<file path="src/include/pao_pkg.sv">
// Package for the pipelined converter output timing block
//
// Functional notes
// - Results leave as two's complement words
// - Range flag high at either full-scale code
// - Conversion starts on a sample clock rise while idle with a code queued
// - A started conversion always runs to completion
// - Output updates at end of conversion time
// - Two further started conversions of pipeline latency
// - Refresh timer runs after 1 ms idle clock
package pao_pkg;

   localparam int          DATA_W        = 14;
   localparam int          PIPE_STAGES   = 2;
   localparam int          CLK_PERIOD_PS = 4000;
   localparam int          CONV_TIME_NS  = 100;
   // Least time, rounded up to whole cycles
   localparam int          CONV_CYCLES   =
      (CONV_TIME_NS * 1000 + CLK_PERIOD_PS - 1) / CLK_PERIOD_PS;
   localparam int          IDLE_TIME_US  = 1000;
   localparam int          IDLE_CYCLES   =
      (IDLE_TIME_US * 1000000) / CLK_PERIOD_PS;
   localparam int          FIFO_DEPTH    = 16;
   localparam logic [13:0] CODE_NEG_FS   = 14'h2000;
   localparam logic [13:0] CODE_POS_FS   = 14'h1fff;
   localparam logic [13:0] DATA_RST      = 14'h0000;

   typedef struct packed {
      logic                  out_of_range_flag;
      logic [DATA_W-1:0]     word;
   } pao_sample_t;

   typedef enum logic [1:0] {
      PAO_IDLE,
      PAO_CONVERT
   } pao_state_t;

endpackage : pao_pkg

</file>
<file path="src/design/pao_top.sv">
// Converter output timing: sample FIFO, conversion timer, pipeline
`timescale 1ns/1ps

// ***********************************************************
// Sample FIFO
// ***********************************************************
module pao_fifo #(
   parameter int WIDTH = 15,
   parameter int DEPTH = 16
) (
   input  wire logic             clk,
   input  wire logic             rst,
   input  wire logic             in_valid,
   output logic                  in_ready,
   input  wire logic [WIDTH-1:0] in_data,
   output logic                  out_valid,
   input  wire logic             out_ready,
   output logic      [WIDTH-1:0] out_data
);
   localparam int AW = $clog2(DEPTH);

   logic [WIDTH-1:0] mem [DEPTH];
   logic [AW-1:0]    wr_q;
   logic [AW-1:0]    rd_q;
   logic [AW:0]      cnt_q;
   logic [AW:0]      cnt_d;
   logic             push;
   logic             pop;

   // ***********************************************************
   // Parameter checks
   // ***********************************************************
   // Pointers wrap by overflow, so only powers of two are served
   initial begin
      if (DEPTH < 2 || (1 << AW) != DEPTH)
         $error("pao_fifo: DEPTH must be a power of two");
      if (WIDTH < 1)
         $error("pao_fifo: WIDTH must be at least one");
   end

   // ***********************************************************
   // Handshake
   // ***********************************************************
   assign out_valid = cnt_q != '0;
   assign out_data  = mem[rd_q];
   assign push      = in_valid && in_ready;
   assign pop       = out_valid && out_ready;

   always_comb begin
      cnt_d = cnt_q;
      if (push && !pop)
         cnt_d = cnt_q + 1'b1;
      else if (pop && !push)
         cnt_d = cnt_q - 1'b1;
   end

   // Ready is a flop so the top port has no logic behind it
   always_ff @(posedge clk or posedge rst) begin
      if (rst)
         in_ready <= 1'b1;
      else
         in_ready <= cnt_d != (AW+1)'(DEPTH);
   end

   // ***********************************************************
   // Storage
   // ***********************************************************
   // No reset on the array: contents are only read when counted
   always_ff @(posedge clk) begin
      if (push)
         mem[wr_q] <= in_data;
   end

   // ***********************************************************
   // Pointers and fill count
   // ***********************************************************
   always_ff @(posedge clk or posedge rst) begin
      if (rst) begin
         wr_q <= '0;
         rd_q <= '0;
      end else begin
         if (push)
            wr_q <= wr_q + 1'b1;
         if (pop)
            rd_q <= rd_q + 1'b1;
      end
   end

   always_ff @(posedge clk or posedge rst) begin
      if (rst)
         cnt_q <= '0;
      else
         cnt_q <= cnt_d;
   end
endmodule : pao_fifo

// ***********************************************************
// Converter output timing top
// ***********************************************************
module pao_top
   import pao_pkg::*;
#(
   parameter int CONV_CYC = CONV_CYCLES,
   parameter int IDLE_CYC = IDLE_CYCLES,
   parameter int DEPTH    = FIFO_DEPTH
) (
   input  wire logic              clk,
   input  wire logic              rst,
   input  wire logic              sample_clk,
   input  wire logic [DATA_W-1:0] core_code,
   input  wire logic              core_valid,
   output logic                   core_ready,
   output logic      [DATA_W-1:0] data_out,
   output logic                   out_of_range_flag,
   output logic                   refresh_active,
   output logic                   busy
);
   localparam int CW = $clog2(CONV_CYC + 1);
   localparam int IW = $clog2(IDLE_CYC + 1);

   pao_sample_t   fifo_out;
   logic          fifo_valid;
   logic          fifo_pop;
   logic          samp_q;
   logic          rise;
   pao_state_t    state_q;
   logic [CW-1:0] conv_cnt_q;
   logic [IW-1:0] idle_cnt_q;
   pao_sample_t   conv_q;
   pao_sample_t   pipe_q [PIPE_STAGES];
   logic          ovr_in;
   logic          end_conv;

   // ***********************************************************
   // Parameter checks
   // ***********************************************************
   initial begin
      if (CONV_CYC < 1 || IDLE_CYC < 1)
         $error("pao_top: counts must be at least one");
      if (PIPE_STAGES < 1)
         $error("pao_top: pipeline needs at least one place");
      if (DEPTH < 2)
         $error("pao_top: FIFO needs at least two words");
   end

   // ***********************************************************
   // Range detection and input FIFO
   // ***********************************************************

   // Full-scale detection used on every sample
   function automatic logic is_full_scale(logic [DATA_W-1:0] c);
      return (c == CODE_NEG_FS) || (c == CODE_POS_FS);
   endfunction : is_full_scale

   assign ovr_in = is_full_scale(fifo_out.word);

   pao_fifo #(
      .WIDTH (DATA_W + 1),
      .DEPTH (DEPTH)
   ) u_fifo (
      .clk       (clk),
      .rst       (rst),
      .in_valid  (core_valid),
      .in_ready  (core_ready),
      .in_data   ({1'b0, core_code}),
      .out_valid (fifo_valid),
      .out_ready (fifo_pop),
      .out_data  (fifo_out)
   );

   // ***********************************************************
   // Start edge detection
   // ***********************************************************
   // Only rising edges count; fall ignored, any duty cycle
   assign rise     = sample_clk && !samp_q;
   // Pop a code on each start edge; no code means sample stalls
   assign fifo_pop = rise && (state_q == PAO_IDLE) && fifo_valid;

   always_ff @(posedge clk or posedge rst) begin
      if (rst)
         samp_q <= 1'b0;
      else
         samp_q <= sample_clk;
   end

   // ***********************************************************
   // Conversion timer
   // ***********************************************************
   assign end_conv = (state_q == PAO_CONVERT) && (conv_cnt_q == '0);

   always_ff @(posedge clk or posedge rst) begin
      if (rst) begin
         state_q    <= PAO_IDLE;
         conv_cnt_q <= '0;
         conv_q     <= '0;
      end else begin
         unique case (state_q)
            PAO_IDLE: begin
               if (fifo_pop) begin
                  state_q    <= PAO_CONVERT;
                  conv_cnt_q <= CW'(CONV_CYC - 1);
                  conv_q     <= '{ovr_in, fifo_out.word};
               end
            end
            PAO_CONVERT: begin
               // Edges during conversion neither abort nor restart
               if (conv_cnt_q == '0) begin
                  state_q <= PAO_IDLE;
               end else begin
                  conv_cnt_q <= conv_cnt_q - 1'b1;
               end
            end
            default: state_q <= PAO_IDLE;
         endcase
      end
   end

   // Busy pin follows the converting state from its own flop
   always_ff @(posedge clk or posedge rst) begin
      if (rst)
         busy <= 1'b0;
      else if (fifo_pop)
         busy <= 1'b1;
      else if (end_conv)
         busy <= 1'b0;
   end

   // ***********************************************************
   // Pipeline
   // ***********************************************************
   // Each start edge shifts results one place: two-edge latency
   always_ff @(posedge clk or posedge rst) begin
      if (rst)
         pipe_q[0] <= '0;
      else if (fifo_pop)
         pipe_q[0] <= conv_q;
   end

   for (genvar g = 1; g < PIPE_STAGES; g++) begin : g_pipe
      always_ff @(posedge clk or posedge rst) begin
         if (rst)
            pipe_q[g] <= '0;
         else if (fifo_pop)
            pipe_q[g] <= pipe_q[g-1];
      end
   end

   // ***********************************************************
   // Output bus
   // ***********************************************************
   // Bus updates only at end of conversion, word and flag together
   always_ff @(posedge clk or posedge rst) begin
      if (rst) begin
         data_out          <= DATA_RST;
         out_of_range_flag <= 1'b0;
      end else if (end_conv) begin
         data_out          <= pipe_q[PIPE_STAGES-1].word;
         out_of_range_flag <= pipe_q[PIPE_STAGES-1].out_of_range_flag;
      end
   end

   // ***********************************************************
   // Idle refresh timer
   // ***********************************************************
   // Counter parks at its limit so it cannot wrap while idle
   always_ff @(posedge clk or posedge rst) begin
      if (rst)
         idle_cnt_q <= '0;
      else if (rise)
         idle_cnt_q <= '0;
      else if (idle_cnt_q != IW'(IDLE_CYC - 1))
         idle_cnt_q <= idle_cnt_q + 1'b1;
   end

   // Refresh stays on until the next start edge, even if stalled
   always_ff @(posedge clk or posedge rst) begin
      if (rst)
         refresh_active <= 1'b0;
      else if (rise)
         refresh_active <= 1'b0;
      else if (idle_cnt_q == IW'(IDLE_CYC - 1))
         refresh_active <= 1'b1;
   end
endmodule : pao_top

</file>
<file path="config.mk">
export PLATFORM = sky130hd
export DESIGN_NAME = pao_top
export DESIGN_NICKNAME = d
export VERILOG_FILES = /design/src/include/pao_pkg.sv /design/src/design/pao_top.sv
export SDC_FILE = /design/constraint.sdc
export NUM_CORES = 1
export LEC_CHECK = 0
export ABC_AREA = 0
export BUFFER_PORTS_ARGS = -buffer_cell sky130_fd_sc_hd__buf_2
export CORE_MARGIN = 3
export CORE_UTILIZATION = 59
export DETAILED_ROUTE_END_ITERATION = 10
export PLACE_DENSITY = 0.76
export SYNTH_ARGS = -nofsm -noshare
export SYNTH_HDL_FRONTEND = slang
export SYNTH_SLANG_ARGS = --single-unit
export TNS_END_PERCENT = 30
</file>
<file path="constraint.sdc">
create_clock -name clk -period 7.6 [get_ports clk]
set_input_delay 1.52 -clock clk [delete_from_list [all_inputs] [get_ports clk]]
set_output_delay 1.52 -clock clk [all_outputs]
set_load 0.02 [all_outputs]
</file>
==> flow_summary.json <==
{
  "ys_seq_area_share_pct": 72.8,
  "grt_max_degree": 64,
  "routed_via_density": 6.06,
  "max_clock_freq_ghz": 0.281,
  "cts_setup_buffers": 0,
  "cts_resized": 0,
  "ys_ff_latch": 325,
  "antenna_left": 0,
  "cts_hold_buffers": 0,
  "leakage_nw": 5.42,
  "dpl-instance-area_um2": 13200,
  "rows": 53,
  "clockBufferDepth": 3,
  "yosys.cell_types.count": 39,
  "synth_cells": 798,
  "cp.arrival_ns": 3.96,
  "synth_edf_count": 224,
  "post-route-min-period_ns": 3.56,
  "die_y_um": 153,
  "drt_iter0_drc": 474,
  "ff2ff_setup_slack_ns": 4.42,
  "clock_skew_ns": 0.0179,
  "placed_cells_incl_taps": 1082,
  "area_growth_pct": 12.7,
  "htree_num_levels": 2,
  "cts_tree": "built",
  "powerDensity_nw_per_um2": 358,
  "hold_viol_final": 0,
  "routed_wl_mm": 25.2,
  "drt-pass1-iter-count": 5,
  "avgSynthCellArea_um2": 15.9,
  "yosysWarnings": 0,
  "hp-class": "register to register",
  "ir_worst_vdd_v": 0.000246,
  "period_share_pct": 46.8,
  "required_ns": 8.00,
  "dieArea_um2": 23300,
  "maxSlewHeadroom_pct": 24.9,
  "cts_root_buf": "clkbuf_16",
  "pin_count": 36,
  "stdcell_area_um2": 14300,
  "start_util_pct": 60.3,
  "worstMarginPinSlew_ns": 1.12,
  "clock_sinks": 325,
  "path_clk_slew_ns": 0.06,
  "worstSetupEndpointType": "register",
  "core-area_um2": 21100,
  "synth_area_um2": 12700,
  "grt_antenna_before_repair": 0,
  "clk_latency_ns": 0.50,
  "finish.utilization_pct": 68.0,
  "grt_usage_pct": 22.0,
  "layout.cells.non_filler": 1142,
  "cap_violations": 0,
  "synth_nets": 826,
  "die_w_um": 153,
  "fin_setup_tns_ns": 0,
  "synth.top_cell.area_share_pct": 52.9,
  "status": "finished clean",
  "hpwl_mm": 14.3,
  "worst-setup-path-type": "input pin to register",
  "route.detailed.drc": 0,
  "diodes": 0,
  "gr-total-overflow": 0,
  "crit_fanout": 51,
  "grt_pass1_wl_mm": 39.8,
  "yosysTopAreaCell": "edfxtp_1",
  "cts_inserted_buffers": 34,
  "setup_viol_count_final": 0,
  "finalWeightedCongestion": 0.760,
  "yosys.cell_count.top_type": "edfxtp_1",
  "async_flop_share_pct": 31.1,
  "nets": 871,
  "slew_viol_final": 0,
  "synth.area.top_cells": "edfxtp_1 53%, dfrtp_1 20%, mux4_2 9.9%",
  "io_buffers": 35,
  "grt_pass1_vias": 7135,
  "yosys-top-cells-count": "224 x edfxtp_1, 174 x nand2_1, 100 x dfrtp_1, 56 x mux4_2, 39 x nor2_1",
  "route.vias.total": 6922,
  "wl_per_cell_um": 22.1,
  "dominantRegCellSynth": "edfxtp_1",
  "worst_hold_slack_ns": 0.466,
  "drive_gt1_share_pct": 21.8,
  "cp-start-kind": "input pin",
  "rsz0062_at_grt": "false"
}
-- layout make-up --
cell class / instances / area (um2)
fillers: 1366 / 6750
repair buffers: 43 / 235
well taps: 275 / 344
multi-input cells: 430 / 3370
clock buffers: 43 / 972
inverters: 9 / 36.3
clock inverters: 17 / 115
flip-flops and latches: 325 / 9260
-- kinds of logic (layout without fill, tap and decap cells) --
group / after synthesis / after routing / share of synthesized area, %
buffers and inverters: 43 / 112 / 1.39
muxes: 73 / 73 / 11.4
xor gates and xnor gates: 25 / 25 / 1.72
adders and majority gates: 10 / 10 / 0.984
AOI/OAI and AO/OA: 52 / 52 / 2.71
DFF: 325 / 325 / 72.8
and+or+nand+nor: 270 / 270 / 9.01
-- sequential cells by signal, summed over array words and instances (netlist names) --
name               flops
conv_q                15
u_fifo.mem           224
out_of_range_flag      1
conv_cnt_q             5
busy                   1
data_out              14
samp_q                 1
state_q                1
u_fifo.in_ready        1
idle_cnt_q            18
u_fifo.wr_q            4
refresh_active         1
u_fifo.cnt_q           5
pipe_q                30
u_fifo.rd_q            4
-- through the flow --
stage | setup WS, ns | power [mW]
final | 4.04 | 5.13
after global routing | 3.86 | 5.37
after CTS | 4.04 | 5.16
after detailed placement | 3.52 | 3.55
after global placement | 3.69 | 3.48
after floorplan | 3.43 | 3.20
-- metal layers --
metal / global-route usage (%) / up-vias / share of wire (%)
met5: 0 / - / 0
met4: 7.55 / 0 / 2.4
met3: 3.89 / 59 / 7.2
met2: 37.3 / 283 / 52
met1: 29.4 / 3515 / 39
li1: - / 3065 / -
-- final timing paths --
path | depth (start not counted) | start | to
setup / recovery | 10 | sample_clk | u_fifo.in_ready
hold / removal | 2 | conv_q[6] | pipe_q[21]
setup reg to reg | 7 | u_fifo.rd_q[0] | conv_q[14]
hold reg to reg | 2 | conv_q[6] | pipe_q[21]
max in group asynchronous | 3 | rst | pipe_q[21]
min in group asynchronous | 2 | rst | conv_q[5]
-- worst max-delay path: stages --
cell and delay [ns]:
buf_2 0.09, nor2b_1 0.13, buf_4 0.25, nor2b_1 0.36, o21a_1 0.18, buf_4 0.41, nand2_1 0.18, o22ai_1 0.20
xor2_1 0.10, or4_1 0.53
-- power breakdown --
group / internal (mW) / switching (mW)
clock network: 0.942 / 0.651
registers: 2.20 / 0.211
logic: 0.486 / 0.640
total: 3.62 / 1.50
-- cells in the final DEF (no fill, tap or decap), types with 3 or more instances in the layout --
| master | instances |
|---|---|
| buf_2 | 35 |
| clkbuf_1 | 3 |
| xnor2_1 | 16 |
| ha_1 | 10 |
| o21ai_0 | 9 |
| a22oi_1 | 26 |
| clkinv_1 | 4 |
| nor3_4 | 4 |
| and3_1 | 4 |
| nand2b_1 | 5 |
| nor4b_1 | 3 |
| nor2_2 | 12 |
| clkbuf_16 | 37 |
| clkinv_2 | 9 |
| nand3_1 | 10 |
| nand4_1 | 8 |
| edfxtp_1 | 224 |
| nor2b_1 | 4 |
| nor4_1 | 5 |
| mux2_2 | 15 |
| dfrtp_1 | 98 |
| nor3_1 | 3 |
| a21oi_1 | 7 |
| or3_1 | 5 |
| mux4_2 | 56 |
| buf_4 | 8 |
| nand2_1 | 174 |
| inv_1 | 8 |
| nor2_1 | 27 |
| xor2_1 | 9 |
(Power assumes the default switching activity.)
